[src/core/relay_access_map.svh]
// constants for the remote parameter access block
`ifndef RELAY_ACCESS_MAP_SVH
`define RELAY_ACCESS_MAP_SVH
`define VAR_SELF_HOLD_RESET 8'h65
`define VAR_RELAY_RECORD_RESET 8'h66
`define VAR_MASK_STARTUP 8'h9B
`define VAR_MASK_OVERCUR 8'h9C
`define VAR_MASK_EARTH 8'h9D
`define VAR_MASK_UNDERLOAD 8'h9E
`define VAR_MASK_OUTPUT 8'h9F
`define VAR_PASSWORD_OPEN 8'hA0
`define VAR_PASSWORD_CHANGE 8'hA1
`define VAR_SUPERVISION_TEST 8'hA5
`define VAR_FACTORY_FORMAT 8'hA7
`define VAR_FAULT_CODE 8'hA9
`define VAR_NODE_ADDRESS 8'hC8
`define VAR_RATE_SELECT 8'hC9
`define VAR_STATUS 8'hF0
`define VAR_TIME 8'hF1
`define VAR_TYPE 8'hF2
`define ACTION_VALUE 16'h0001
`define FORMAT_VALUE 16'h0002
`define PASSWORD_MAX 16'h03E7
`define PASSWORD_CLOSE 16'hFFFF
`define PASSWORD_RESET 16'h0001
`define MASK8_MAX 16'h00FF
`define MASK10_MAX 16'h03FF
`define ADDR_MIN 16'h0001
`define ADDR_MAX 16'h00FE
`define ADDR_RESET 8'h01
`define RATE_4800 16'h12C0
`define RATE_9600 16'h2580
`define RATE_W_4K8 16'h0030
`define RATE_W_9K6 16'h0060
`define TIME_WRAP 16'hEA5F
`define MS_CYCLES 17'h1_86A0
`define FAULT_TRIP_PATH 8'h04
`define FAULT_ROM 8'h1E
`define FAULT_RAM 8'h32
`define FAULT_EE_BLK1 8'h33
`define FAULT_EE_BLK2 8'h34
`define FAULT_EE_BOTH 8'h35
`define FAULT_EE_CSUM 8'h36
`define FAULT_EE_KEY 8'h38
`define FAULT_REF_LOW_X1 8'hC3
`define FAULT_REF_LOW_X5 8'h83
`define FAULT_REF_LOW_X25 8'h43
`define FAULT_REF_HIGH_X1 8'hCB
`define FAULT_REF_HIGH_X5 8'h8B
`define FAULT_REF_HIGH_X25 8'h4B
`define FAULT_EF_FILTER 8'hFC
`define FAULT_ADC_STALL 8'hFD
`define FAULT_DELAY_CYCLES 8'h10
`define ADC_TIMEOUT_CYCLES 16'hFFFF
`endif

[src/core/relay_access_pkg.sv]
// types for the remote parameter access block
`default_nettype none
package relay_access_pkg;
   typedef enum logic [3:0] {
      CMD_NONE = 4'h0,
      CMD_WRITE = 4'h1,
      CMD_READ = 4'h2,
      CMD_EVENT_READ = 4'h4,
      CMD_EVENT_REREAD = 4'h8
   } cmd_t;
   typedef enum logic [2:0] {
      ST_IDLE = 3'b001,
      ST_EXEC = 3'b010,
      ST_DONE = 3'b100
   } dev_state_t;
   typedef struct packed {
      logic [15:0] time_ms;
      logic [7:0] channel;
      logic [7:0] code;
   } event_t;
endpackage
`default_nettype wire

[src/core/relay_access_if.sv]
// link between remote communicator and relay parameter handler
`timescale 1ns/1ps
`default_nettype none
interface relay_access_if;
   relay_access_pkg::cmd_t cmd;
   logic req;
   logic [7:0] var_id;
   logic [15:0] wdata;
   logic ack;
   logic ok;
   logic [15:0] rdata;
   relay_access_pkg::event_t evt;
   modport device (input cmd, req, var_id, wdata, output ack, ok, rdata, evt);
   modport remote (output cmd, req, var_id, wdata, input ack, ok, rdata, evt);
endinterface
`default_nettype wire

[src/core/relay_device.sv]
// relay end: control variables, events, status, time, faults
`timescale 1ns/1ps
`default_nettype none
`include "relay_access_map.svh"
module relay_device #(
   parameter logic [15:0] TYPE_CODE = 16'h00A5 // arbitrary value
) (
   input wire logic clk,
   input wire logic rst,
   relay_access_if.device link,
   input wire logic event_valid,
   input wire logic [7:0] event_channel,
   input wire logic [7:0] event_code,
   input wire logic auto_reset_seen,
   input wire logic [15:0] fault_flags,
   input wire logic adc_tick,
   input wire logic setting_we,
   input wire logic [15:0] setting_val,
   input wire logic [15:0] setting_max,
   output logic relay_release,
   output logic record_clear,
   output logic supervision_input,
   output logic internal_fault_indicator,
   output logic supervision_relay,
   output logic eeprom_format,
   output logic power_cycle,
   output logic [7:0] fault_code,
   output logic [15:0] setting_q,
   output logic [7:0] bus_node_address,
   output logic rate_is_9600
);
   localparam int DEPTH = 4;
   typedef struct packed {
      relay_access_pkg::dev_state_t st;
      logic ack, ok;
      logic [15:0] rdata;
      relay_access_pkg::event_t evt, last_evt;
      logic [7:0] m0, m1, m2, m3;
      logic [9:0] m4;
      logic [15:0] pw;
      logic open;
      logic [7:0] addr;
      logic r96;
      logic relay_rel, rec_clr, sup_in, ifi, sup_rel, fmt, pcyc;
      logic [7:0] fcode;
      logic [7:0] fdelay;
      logic [15:0] adc_cnt;
      logic ovf, autorst;
      logic [15:0] tms;
      logic [16:0] div;
      logic [15:0] setting;
      logic [DEPTH*32-1:0] fifo;
      logic [2:0] cnt;
   } dstate_t;
   dstate_t s_q, s_d;
   function automatic logic [7:0] fault_encode(input logic [15:0] f);
      logic [7:0] c;
      c = 8'h00;
      if (f[0]) c = `FAULT_TRIP_PATH;
      if (f[1]) c = `FAULT_ROM;
      if (f[2]) c = `FAULT_RAM;
      if (f[3]) c = `FAULT_EE_BLK1;
      if (f[4]) c = `FAULT_EE_BLK2;
      if (f[3] && f[4]) c = `FAULT_EE_BOTH;
      if (f[5]) c = `FAULT_EE_CSUM;
      if (f[6]) c = `FAULT_EE_KEY;
      if (f[7]) c = `FAULT_REF_LOW_X1;
      if (f[8]) c = `FAULT_REF_LOW_X5;
      if (f[9]) c = `FAULT_REF_LOW_X25;
      if (f[10]) c = `FAULT_REF_HIGH_X1;
      if (f[11]) c = `FAULT_REF_HIGH_X5;
      if (f[12]) c = `FAULT_REF_HIGH_X25;
      if (f[13]) c = `FAULT_EF_FILTER;
      return c;
   endfunction
   always_comb begin
      logic is_wr, is_act;
      logic [7:0] fc;
      s_d = s_q;
      is_wr = 1'b0;
      is_act = 1'b0;
      fc = 8'h00;
      s_d.ack = 1'b0;
      s_d.relay_rel = 1'b0;
      s_d.rec_clr = 1'b0;
      s_d.fmt = 1'b0;
      s_d.pcyc = 1'b0;
      s_d.sup_in = 1'b0;
      // millisecond clock, wraps below 60 s
      if (s_q.div == `MS_CYCLES - 17'd1) begin
         s_d.div = 17'd0;
         s_d.tms = (s_q.tms == `TIME_WRAP) ? 16'h0000 : s_q.tms + 16'h0001;
      end else begin
         s_d.div = s_q.div + 17'd1;
      end
      // converter watchdog
      if (adc_tick) begin
         s_d.adc_cnt = 16'h0000;
      end else if (s_q.adc_cnt != `ADC_TIMEOUT_CYCLES) begin
         s_d.adc_cnt = s_q.adc_cnt + 16'h0001;
      end
      fc = fault_encode(fault_flags);
      if (s_q.adc_cnt == `ADC_TIMEOUT_CYCLES) fc = `FAULT_ADC_STALL;
      s_d.fcode = fc;
      if (fc != 8'h00) begin
         if (s_q.fdelay != `FAULT_DELAY_CYCLES) s_d.fdelay = s_q.fdelay + 8'h01;
      end else begin
         s_d.fdelay = 8'h00;
      end
      s_d.sup_rel = (s_q.fdelay == `FAULT_DELAY_CYCLES);
      // local setting entry, also range-checked
      if (setting_we && setting_val <= setting_max) s_d.setting = setting_val;
      if (auto_reset_seen) s_d.autorst = 1'b1;
      case (s_q.st)
         relay_access_pkg::ST_IDLE: begin
            if (link.req) s_d.st = relay_access_pkg::ST_EXEC;
         end
         relay_access_pkg::ST_EXEC: begin
            s_d.ok = 1'b1;
            s_d.rdata = 16'h0000;
            is_wr = (link.cmd == relay_access_pkg::CMD_WRITE);
            is_act = (link.wdata == `ACTION_VALUE);
            case (link.cmd)
               relay_access_pkg::CMD_EVENT_READ: begin
                  if (s_q.cnt != 3'd0) begin
                     s_d.evt = s_q.fifo[31:0];
                     s_d.last_evt = s_q.fifo[31:0];
                     s_d.fifo = s_q.fifo >> 32;
                     s_d.cnt = s_q.cnt - 3'd1;
                  end else begin
                     s_d.ok = 1'b0;
                  end
               end
               relay_access_pkg::CMD_EVENT_REREAD: s_d.evt = s_q.last_evt;
               relay_access_pkg::CMD_READ, relay_access_pkg::CMD_WRITE: begin
                  case (link.var_id)
                     `VAR_SELF_HOLD_RESET: begin
                        if (is_wr && is_act) s_d.relay_rel = 1'b1;
                     end
                     `VAR_RELAY_RECORD_RESET: begin
                        if (is_wr && is_act) begin
                           s_d.relay_rel = 1'b1;
                           s_d.rec_clr = 1'b1;
                           s_d.cnt = 3'd0;
                        end
                     end
                     `VAR_MASK_STARTUP, `VAR_MASK_OVERCUR, `VAR_MASK_EARTH, `VAR_MASK_UNDERLOAD: begin
                        if (is_wr && link.wdata <= `MASK8_MAX) begin
                           if (link.var_id == `VAR_MASK_STARTUP) s_d.m0 = link.wdata[7:0];
                           if (link.var_id == `VAR_MASK_OVERCUR) s_d.m1 = link.wdata[7:0];
                           if (link.var_id == `VAR_MASK_EARTH) s_d.m2 = link.wdata[7:0];
                           if (link.var_id == `VAR_MASK_UNDERLOAD) s_d.m3 = link.wdata[7:0];
                        end else if (is_wr) begin
                           s_d.ok = 1'b0;
                        end
                        case (link.var_id)
                           `VAR_MASK_STARTUP: s_d.rdata = {8'h00, s_q.m0};
                           `VAR_MASK_OVERCUR: s_d.rdata = {8'h00, s_q.m1};
                           `VAR_MASK_EARTH: s_d.rdata = {8'h00, s_q.m2};
                           default: s_d.rdata = {8'h00, s_q.m3};
                        endcase
                     end
                     `VAR_MASK_OUTPUT: begin
                        if (is_wr && link.wdata <= `MASK10_MAX) s_d.m4 = link.wdata[9:0];
                        else if (is_wr) s_d.ok = 1'b0;
                        s_d.rdata = {6'h00, s_q.m4};
                     end
                     `VAR_PASSWORD_OPEN: begin
                        if (is_wr && link.wdata == s_q.pw) s_d.open = 1'b1;
                        else s_d.ok = 1'b0;
                     end
                     `VAR_PASSWORD_CHANGE: begin
                        if (is_wr && s_q.open && link.wdata == `PASSWORD_CLOSE) s_d.open = 1'b0;
                        else if (is_wr && s_q.open && link.wdata <= `PASSWORD_MAX) s_d.pw = link.wdata;
                        else s_d.ok = 1'b0;
                     end
                     `VAR_SUPERVISION_TEST: begin
                        if (is_wr && is_act) begin
                           s_d.sup_in = 1'b1;
                           s_d.ifi = 1'b1;
                        end
                     end
                     `VAR_FACTORY_FORMAT: begin
                        if (is_wr && s_q.open && link.wdata == `FORMAT_VALUE) begin
                           s_d.fmt = 1'b1;
                           s_d.pcyc = 1'b1;
                        end else if (is_wr) begin
                           s_d.ok = 1'b0;
                        end
                     end
                     `VAR_FAULT_CODE: s_d.rdata = {8'h00, s_q.fcode};
                     `VAR_NODE_ADDRESS: begin
                        if (is_wr && link.wdata >= `ADDR_MIN && link.wdata <= `ADDR_MAX) begin
                           s_d.addr = link.wdata[7:0];
                        end else if (is_wr) begin
                           s_d.ok = 1'b0;
                        end
                        s_d.rdata = {8'h00, s_q.addr};
                     end
                     `VAR_RATE_SELECT: begin
                        if (is_wr && link.wdata == `RATE_W_4K8) s_d.r96 = 1'b0;
                        else if (is_wr && link.wdata == `RATE_W_9K6) s_d.r96 = 1'b1;
                        else if (is_wr) s_d.ok = 1'b0;
                        s_d.rdata = s_q.r96 ? `RATE_9600 : `RATE_4800;
                     end
                     `VAR_STATUS: begin
                        if (is_wr && link.wdata == 16'h0000) begin
                           s_d.ovf = 1'b0;
                           s_d.autorst = auto_reset_seen;
                        end
                        s_d.rdata = {14'h0000, s_q.ovf, s_q.autorst};
                     end
                     `VAR_TIME: begin
                        if (is_wr && link.wdata <= `TIME_WRAP) s_d.tms = link.wdata;
                        s_d.rdata = s_q.tms;
                     end
                     `VAR_TYPE: s_d.rdata = TYPE_CODE;
                     default: begin
                        // protection setting, gated and range-checked
                        if (is_wr && s_q.open && link.wdata <= setting_max) s_d.setting = link.wdata;
                        else if (is_wr) s_d.ok = 1'b0;
                        s_d.rdata = s_q.setting;
                     end
                  endcase
               end
               default: s_d.ok = 1'b0;
            endcase
            s_d.ack = 1'b1;
            s_d.st = relay_access_pkg::ST_DONE;
         end
         relay_access_pkg::ST_DONE: s_d.st = relay_access_pkg::ST_IDLE;
         default: s_d.st = relay_access_pkg::ST_IDLE;
      endcase
      // event capture after reads so an arriving event is kept unless the queue stays full (then ovf is set)
      if (event_valid) begin
         if (s_d.cnt == 3'(DEPTH)) begin
            s_d.ovf = 1'b1;
         end else begin
            s_d.fifo[s_d.cnt*32 +: 32] = {s_q.tms, event_channel, event_code};
            s_d.cnt = s_d.cnt + 3'd1;
         end
      end
      if (fc != 8'h00 && s_q.fdelay == `FAULT_DELAY_CYCLES) s_d.ifi = 1'b1;
   end
   always_ff @(posedge clk or posedge rst) begin
      if (rst) begin
         s_q <= '0;
         s_q.st <= relay_access_pkg::ST_IDLE;
         s_q.pw <= `PASSWORD_RESET;
         s_q.addr <= `ADDR_RESET;
      end else begin
         s_q <= s_d;
      end
   end
   assign link.ack = s_q.ack;
   assign link.ok = s_q.ok;
   assign link.rdata = s_q.rdata;
   assign link.evt = s_q.evt;
   assign relay_release = s_q.relay_rel;
   assign record_clear = s_q.rec_clr;
   assign supervision_input = s_q.sup_in;
   assign internal_fault_indicator = s_q.ifi;
   assign supervision_relay = s_q.sup_rel;
   assign eeprom_format = s_q.fmt;
   assign power_cycle = s_q.pcyc;
   assign fault_code = s_q.fcode;
   assign setting_q = s_q.setting;
   assign bus_node_address = s_q.addr;
   assign rate_is_9600 = s_q.r96;
endmodule
`default_nettype wire

[src/flat_wrapper.sv]
// flat-port wrapper written by rule: the top's interface ports become plain ports
module relay_device_flat 
#(
   parameter logic [15:0] TYPE_CODE = 16'h00A5                   
)
  (clk, rst, event_valid, event_channel, event_code, auto_reset_seen, fault_flags, adc_tick, setting_we, setting_val, setting_max, relay_release, record_clear, supervision_input, internal_fault_indicator, supervision_relay, eeprom_format, power_cycle, fault_code, setting_q, bus_node_address, rate_is_9600, link_cmd, link_req, link_var_id, link_wdata, link_ack, link_ok, link_rdata, link_evt);
  relay_access_if link_i ();
  input wire logic clk;
  input wire logic rst;
  input wire logic event_valid;
  input wire logic [7:0] event_channel;
  input wire logic [7:0] event_code;
  input wire logic auto_reset_seen;
  input wire logic [15:0] fault_flags;
  input wire logic adc_tick;
  input wire logic setting_we;
  input wire logic [15:0] setting_val;
  input wire logic [15:0] setting_max;
  output logic relay_release;
  output logic record_clear;
  output logic supervision_input;
  output logic internal_fault_indicator;
  output logic supervision_relay;
  output logic eeprom_format;
  output logic power_cycle;
  output logic [7:0] fault_code;
  output logic [15:0] setting_q;
  output logic [7:0] bus_node_address;
  output logic rate_is_9600;
  input wire logic [$bits(link_i.cmd)-1:0] link_cmd;
  input wire logic [$bits(link_i.req)-1:0] link_req;
  input wire logic [$bits(link_i.var_id)-1:0] link_var_id;
  input wire logic [$bits(link_i.wdata)-1:0] link_wdata;
  output wire logic [$bits(link_i.ack)-1:0] link_ack;
  output wire logic [$bits(link_i.ok)-1:0] link_ok;
  output wire logic [$bits(link_i.rdata)-1:0] link_rdata;
  output wire logic [$bits(link_i.evt)-1:0] link_evt;
  assign link_i.cmd = link_cmd;
  assign link_i.req = link_req;
  assign link_i.var_id = link_var_id;
  assign link_i.wdata = link_wdata;
  assign link_ack = link_i.ack;
  assign link_ok = link_i.ok;
  assign link_rdata = link_i.rdata;
  assign link_evt = link_i.evt;
  relay_device #(.TYPE_CODE(TYPE_CODE)) u_core (.clk(clk), .rst(rst), .link(link_i), .event_valid(event_valid), .event_channel(event_channel), .event_code(event_code), .auto_reset_seen(auto_reset_seen), .fault_flags(fault_flags), .adc_tick(adc_tick), .setting_we(setting_we), .setting_val(setting_val), .setting_max(setting_max), .relay_release(relay_release), .record_clear(record_clear), .supervision_input(supervision_input), .internal_fault_indicator(internal_fault_indicator), .supervision_relay(supervision_relay), .eeprom_format(eeprom_format), .power_cycle(power_cycle), .fault_code(fault_code), .setting_q(setting_q), .bus_node_address(bus_node_address), .rate_is_9600(rate_is_9600));
endmodule
[config.mk]
export PLATFORM = sky130hd
export DESIGN_NAME = relay_device_flat
export DESIGN_NICKNAME = d
export VERILOG_FILES = /design/src/core/relay_access_pkg.sv /design/src/core/relay_access_if.sv /design/src/core/relay_device.sv /design/src/flat_wrapper.sv
export VERILOG_INCLUDE_DIRS = /design/src /design/src/core
export SDC_FILE = /design/constraint.sdc
export NUM_CORES = 1
export LEC_CHECK = 0
export BUFFER_PORTS_ARGS = -buffer_cell sky130_fd_sc_hd__buf_4
export CORE_UTILIZATION = 35
export CTS_CLUSTER_DIAMETER = 200
export DETAILED_ROUTE_END_ITERATION = 16
export PLACE_DENSITY = 0.5
export SLEW_MARGIN = 15
export SYNTH_ARGS = -nofsm -noshare
export SYNTH_HDL_FRONTEND = slang
export SYNTH_SLANG_ARGS = --single-unit
[constraint.sdc]
create_clock -name clk -period 30.9 [get_ports clk]
set_input_delay 4.635 -clock clk [delete_from_list [all_inputs] [get_ports clk]]
set_output_delay 4.635 -clock clk [all_outputs]
set_load 0.05 [all_outputs]
==> results of run 1 <==
==> critical path: cells and delay by family <==
family	cells	cell delay (ps)
buffers and inverters	2	590
muxes	1	380
AOI/OAI and AO/OA	2	810
adders and majority gates	2	540
and+or+nand+nor	4	1650
==> flip-flops by register name (all words and copies together) (netlist names) <==
register / cells
u_core.bus_node_address: 8
u_core.eeprom_format: 1
u_core.fault_code: 8
u_core.internal_fault_indicator: 1
u_core.link.ack: 1
u_core.link.evt: 32
u_core.link.ok: 1
u_core.link.rdata: 16
u_core.rate_is_9600: 1
u_core.record_clear: 1
u_core.relay_release: 1
u_core.s_q: 284
u_core.setting_q: 16
u_core.supervision_input: 1
u_core.supervision_relay: 1
==> per-layer routing <==
layer / GRT usage, % / share of wire, % / up-vias
met5: 0 / 0.015 / -
met2: 30.6 / 47 / 337
met3: 3.55 / 5.2 / 91
met1: 25.6 / 45 / 6896
li1: - / - / 6548
met4: 6.43 / 2.9 / 2
==> through the flow <==
| step | std cells | power [mW] | utilization [%] |
|---|---|---|---|
| after floorplan | 1829 | 1.08 | - |
| after global placement | 2581 | 1.19 | 38.5 |
| after detailed placement | 2581 | 1.21 | 38.5 |
| after CTS | 2663 | 1.76 | 41.3 |
| after global routing | 2663 | 1.83 | 41.3 |
| final | 2663 | 1.73 | 41.3 |
==> power groups by stage <==
| stage | Combinational (mW) | Clock, mW | Sequential, mW |
|---|---|---|---|
| after CTS | 0.503 | 0.558 | 0.696 |
| after global placement | 0.489 | 0 | 0.700 |
| after global routing | 0.541 | 0.579 | 0.712 |
| after floorplan | 0.413 | 0 | 0.672 |
| final | 0.496 | 0.542 | 0.695 |
| after detailed placement | 0.502 | 0 | 0.704 |
==> final cells by class <==
cell class | count | area, µm² | area share [%]
clock buffers | 71 | 1340 | 5.99
multi-input cells | 1225 | 8950 | 39.9
clock inverters | 11 | 184 | 0.820
inverters | 38 | 150 | 0.669
well taps | 739 | 925 | 4.12
repair buffers | 206 | 1550 | 6.89
flip-flops and latches | 373 | 9340 | 41.6
==> logic make-up after synthesis <==
group / synth area share, %
buffers and inverters: 6.26
muxes: 17.1
adders and majority gates: 2.82
DFF: 48.1
and+or+nand+nor: 14.5
AOI/OAI and AO/OA: 8.26
xor gates and xnor gates: 2.98
==> path summary, 6_finish.rpt <==
kind	start	end	slack, ps	cells after the start
setup / recovery	link_cmd[0]	u_core.s_q[67]$_DFF_PP0_	22740	11
hold / removal	u_core.s_q[373]$_DFFE_PP0P_	u_core.s_q[372]$_DFFE_PP0P_	440	1
setup reg to reg	u_core.s_q[373]$_DFFE_PP0P_	u_core.s_q[67]$_DFF_PP0_	26340	12
hold reg to reg	u_core.s_q[373]$_DFFE_PP0P_	u_core.s_q[372]$_DFFE_PP0P_	440	1
max in group asynchronous	rst	u_core.s_q[128]$_DFF_PP0_	24450	4
min in group asynchronous	rst	u_core.fault_code[7]$_DFF_PP0_	4140	2
==> cell usage in the layout, fill, tap and decap left out, types with 7 or more instances in the layout <==
cell type and count:
dfrtp_1 370, xor2_1 47, inv_1 34, and3_1 25, nor4_1 8, a22oi_1 11
xnor2_1 19, nor2b_1 18, mux2_2 219, nand2_1 198, mux2i_1 39, a221oi_1 7
clkbuf_16 45, nand3_1 84, mux2_1 35, a21oi_1 41, a31oi_1 43, nor2_1 102
nor4bb_1 7, clkbuf_8 12, and2_1 8, o21ai_0 99, nand2b_1 7, nand4_1 35
ha_1 43, a21o_1 8, buf_4 206, nor3_1 22, clkbuf_1 14
==> impl_metrics.py, run 1 <==
metrics = {
    "run_status": {
        "outcome": "finished, final reports clean",
    },
    "clock_network": {
        "cts.path.max_buffers": 3,
        "cts_tree": "done",
        "cts_setup_buffers": 0,
        "cts_sinks": 373,
        "holdBufCountCts": 0,
        "cts_root_buffer": "clkbuf_16",
        "cts.htree.levels": 2,
        "clk_pin_slew_worst_paths_ps": 50,
        "ctsResizeCount": 0,
        "clock_latency_ps": 590,
        "cts_buffers": 45,
    },
    "logic_synthesis": {
        "ys_seq_area_share_pct": 48.1,
        "synth_edf_count": 0,
        "yosysWarnings": 0,
        "synth_most_common_cell": "dfrtp_1",
        "synth_area_per_cell_um2": 10.6,
        "yosysTopAreaCell": "dfrtp_1",
        "synthDistinctLibCells": 78,
        "synth_commonest_cells": "370 x dfrtp_1, 219 x mux2_2, 198 x nand2_1",
        "synth_nets": 1971,
        "synth_area_um2": 19400,
        "syn_inst": 1829,
        "yosysTopAreaCellShare_pct": 47.7,
        "synth.area.top_cells": "dfrtp_1 48%, mux2_2 13%, nand2_1 3.8%",
        "ys.flop_type": "dfrtp_1",
        "synthArstFlopShare_pct": 100,
        "synth_seq_cells": 373,
    },
    "route": {
        "initialDrtViolationCount": 1023,
        "avgViaCountPerCell": 5.21,
        "drc_errors": 0,
        "ant_nets": 0,
        "finalWirelength_um": 53400,
        "routed-via-count": 13900,
        "wire_per_inst_um": 20.0,
        "firstDrtPassIters": 5,
    },
    "sta": {
        "finalMaxSlewViolations": 0,
        "rsz0062_at_grt": "no",
        "finalClockSkew_ps": 22.5,
        "fin_crit_sh_pct": 26.4,
        "min_period_ps": 8160,
        "setup_violations": 0,
        "fmax_ghz": 0.122,
        "slew_headroom_pct": 28.9,
        "worst_pin_slew_ps": 1070,
        "final.setup.tns_ps": 0,
        "hold_violations": 0,
        "layout_setup_ws_ps": 22740,
        "hold_slack_ps": 440,
    },
    "critical_path": {
        "cp.arrival_ps": 8630,
        "cp_data_required_time_ps": 31370,
        "crit_path_end_kind": "register",
        "path_max_fanout": 49,
        "crit_type": "in2reg",
        "worstPathCellList": "buf_4 > nor4b_2 > nand3_4 > o221a_2 > ha_1 > ha_1 > nor2b_1 > and3_1 > o211ai_4 > buf_4 > mux2_2",
        "start_kind": "input port",
        "max_stage_delay_ps": 650,
        "crit_path_top_delay_cell": "nand3_4",
    },
    "layout": {
        "syn2layout_area_growth_pct": 15.5,
        "drive_gt1_share_pct": 27.5,
        "fin_nets": 2031,
        "fin_area_um2": 22400,
        "fill_cells": 5263,
        "num_antenna_cells": 0,
    },
    "power_and_ir_drop": {
        "power.internal_mw": 1.13,
        "power.density_nw_per_um2": 77.3,
        "ir_drop_mv": 0.0427,
        "p_sw_share_pct": 35.0,
        "p_leak_nw": 10.2,
        "p_switching_mw": 0.607,
        "pwr-share-comb_pct": 28.6,
        "seqPwrFrac_pct": 40.1,
        "p_clk_share_pct": 31.3,
    },
    "die": {
        "dieArea_um2": 56400,
        "start_util_pct": 35.7,
        "fp.dieW_um": 238,
        "io_pins": 189,
        "core_area_um2": 54300,
        "fp.dieH_um": 238,
        "row_count": 85,
    },
    "placement": {
        "post-place-ws_ps": 22090,
        "place_congestion": 0.886,
        "dpl-instance-area_um2": 20900,
        "dpl.hpwl_um": 36000,
        "portBuffers": 186,
    },
    "global_routing": {
        "grt_max_degree": 97,
        "grt_usage_pct": 19.0,
        "grt_pass1_vias": 14100,
        "grt_pass1_wl_um": 83600,
        "antenna_found_initial": 1,
        "grt.overflow.total": 0,
    },
    "job": {
        "cap_violations": 0,
    },
    "hold_path": {
        "hold_path.class": "reg2reg",
    },
}
(Power assumes the default switching activity.)
==> run 2: changes to the inputs <==
--- a/config.mk
+++ b/config.mk
@@ -10,7 +10,7 @@
 export CORE_UTILIZATION = 35
 export CTS_CLUSTER_DIAMETER = 200
 export DETAILED_ROUTE_END_ITERATION = 16
-export PLACE_DENSITY = 0.5
+export PLACE_DENSITY = 0.52
 export SLEW_MARGIN = 15
 export SYNTH_ARGS = -nofsm -noshare
 export SYNTH_HDL_FRONTEND = slang
==> constraint.sdc (replaced) <==
create_clock -name clk -period 6.6 [get_ports clk]
set_input_delay 0.99 -clock clk [delete_from_list [all_inputs] [get_ports clk]]
set_output_delay 0.99 -clock clk [all_outputs]
set_load 0.05 [all_outputs]
==> run 2 against run 1 <==
Die area did not move; non-clock buffer count increased by 1; via count about the same; design area hardly changed; sequential power grew to 4.7 times the previous value; global-route usage is 0.34 points lower; worst hold slack better by 1.2 ps; clock power grew to 4.6 times the previous value; combinational power increased to 4.7 times the previous value; critical endpoint is now u_core.s_q[17]$_DFF_PP0_.
==> impl_metrics.py, run 2 (synthesized netlist as in run 1, its figures left out) <==
metrics = {
    "run_status": {
        "outcome": "finished, final reports clean",
    },
    "hold_path": {
        "min-delay-start": "u_core.s_q[372]$_DFFE_PP0P_",
        "min_path_cells": 1,
        "worstHoldEndpoint": "u_core.s_q[372]$_DFFE_PP0P_",
        "hold_path.class": "reg2reg",
    },
    "critical_path": {
        "crit_path_end_kind": "register",
        "crit_type": "reg2reg",
        "cp_data_required_time_ps": 7040,
        "r2r_end": "u_core.s_q[17]$_DFF_PP0_",
        "r2r_cells": 13,
        "start_kind": "register",
        "cp.arrival_ps": 5040,
        "r2r_slack_ps": 2000,
        "path_max_fanout": 36,
        "r2r_start": "u_core.s_q[0]$_DFF_PP0_",
    },
    "clock_network": {
        "cts_setup_buffers": 0,
        "clock_latency_ps": 570,
        "cts.path.max_buffers": 3,
        "holdBufCountCts": 0,
        "cts_sinks": 373,
        "cts.htree.levels": 2,
        "cts_buffers": 44,
        "ctsResizeCount": 0,
        "clk_pin_slew_worst_paths_ps": 60,
        "cts_tree": "done",
        "cts_root_buffer": "clkbuf_16",
    },
    "route": {
        "ant_nets": 0,
        "drc_errors": 0,
        "wire_per_inst_um": 19.6,
        "routed-via-count": 13900,
        "firstDrtPassIters": 5,
        "initialDrtViolationCount": 948,
        "avgViaCountPerCell": 5.21,
        "finalWirelength_um": 52300,
    },
    "sta": {
        "finalMaxSlewViolations": 0,
        "setup_violations": 0,
        "final.setup.tns_ps": 0,
        "hold_violations": 0,
        "layout_setup_ws_ps": 2000,
        "slew_headroom_pct": 29.4,
        "finalClockSkew_ps": 18.3,
        "min_period_ps": 4600,
        "worst_pin_slew_ps": 1060,
        "fmax_ghz": 0.217,
        "rsz0062_at_grt": "no",
        "hold_slack_ps": 441,
        "fin_crit_sh_pct": 69.7,
    },
    "placement": {
        "dpl.hpwl_um": 35600,
        "post-place-ws_ps": 1400,
        "portBuffers": 186,
        "dpl-instance-area_um2": 20900,
        "place_congestion": 0.883,
    },
    "die": {
        "io_pins": 189,
        "dieArea_um2": 56400,
        "start_util_pct": 35.7,
        "fp.dieW_um": 238,
        "fp.dieH_um": 238,
        "row_count": 85,
        "core_area_um2": 54300,
    },
    "power_and_ir_drop": {
        "p_leak_nw": 10.2,
        "ir_drop_mv": 0.214,
        "power.density_nw_per_um2": 360,
    },
    "layout": {
        "fill_cells": 5241,
        "syn2layout_area_growth_pct": 15.4,
        "fin_area_um2": 22400,
        "largest-register": "u_core.s_q",
        "num_antenna_cells": 0,
        "fin_nets": 2031,
        "layout_common_cells": "370 x dfrtp_1, 219 x mux2_2, 205 x buf_4",
        "drive_gt1_share_pct": 27.4,
        "final_common_cell": "dfrtp_1",
        "register_area_um2": 9340,
        "multi_input_area_um2": 8940,
        "largest_reg_flops": 284,
        "final_core_util_pct": 41.2,
    },
    "job": {
        "cap_violations": 0,
    },
    "global_routing": {
        "grt_usage_pct": 18.7,
        "grt.overflow.total": 0,
        "grt_max_degree": 182,
        "grt_pass1_vias": 13900,
        "antenna_found_initial": 1,
        "grt_pass1_wl_um": 82400,
    },
}
-- run 2: changes by cell type in the layout (fill, tap and decap cells not counted), sizes merged --
cell	previous run	this run
clkinv	7	10
buf	206	207
inv	38	36
bufinv	3	4
clkinvlp	1	3
clkbuf	71	66
-- run 2: power by group --
group          switching [mW]  total, mW  internal, mW
combinational            1.42       2.31         0.893
clock                   0.988       2.49          1.51
sequential              0.396       3.26          2.86
total                    2.80       8.06          5.26
-- run 2: critical path, cell delays in order, from the launching register on --
cell	delay, ps
dfrtp_1	490
inv_1	110
ha_1	220
nand2b_1	70
buf_4	420
nand3_4	440
o221a_2	440
ha_1	240
ha_1	220
nand2b_1	180
nor4b_1	240
nand4_1	640
buf_4	460
mux2_2	290
-- run 2: worst max-delay path by stage --
stage / slack (ps) / cells past startpoint / startpoint / end
3_5_place_dp: 1400 / 11 / link_cmd[0] / u_core.s_q[17]$_DFF_PP0_
6_report: 2000 / 13 / u_core.s_q[0]$_DFF_PP0_ / u_core.s_q[17]$_DFF_PP0_
4_1_cts: 1860 / 13 / u_core.s_q[0]$_DFF_PP0_ / u_core.s_q[17]$_DFF_PP0_
2_1_floorplan: 600 / 1 / rst / u_core.bus_node_address[1]$_DFFE_PP0P_
3_3_place_gp: 1520 / 11 / link_cmd[0] / u_core.s_q[13]$_DFF_PP0_
5_1_grt: 1620 / 13 / u_core.s_q[0]$_DFF_PP0_ / u_core.s_q[18]$_DFF_PP0_
-- run 2: cell type report --
cell class	instances	area share [%]
Clock inverter	15	0.871
Inverter	38	0.653
Tap cell	739	4.13
Multi-Input combinational cell	1225	39.9
Timing Repair Buffer	207	7.05
Clock buffer	66	5.74
Sequential cell	373	41.7
-- run 2: metrics by stage --
stage	instances	power, mW
5_1_grt	2663	8.52
3_3_place_gp	2582	5.56
2_1_floorplan	1829	5.08
6_report	2663	8.06
4_1_cts	2663	8.17
3_5_place_dp	2582	5.63
-- run 2: routing by layer --
| metal | global-route usage (%) | up-vias | wire (µm) |
|---|---|---|---|
| met2 | 30.4 | 320 | 24400 |
| li1 | - | 6546 | - |
| met3 | 3.14 | 77 | 2510 |
| met5 | 0 | - | 12 |
| met1 | 25.6 | 6934 | 24300 |
| met4 | 5.02 | 2 | 1050 |
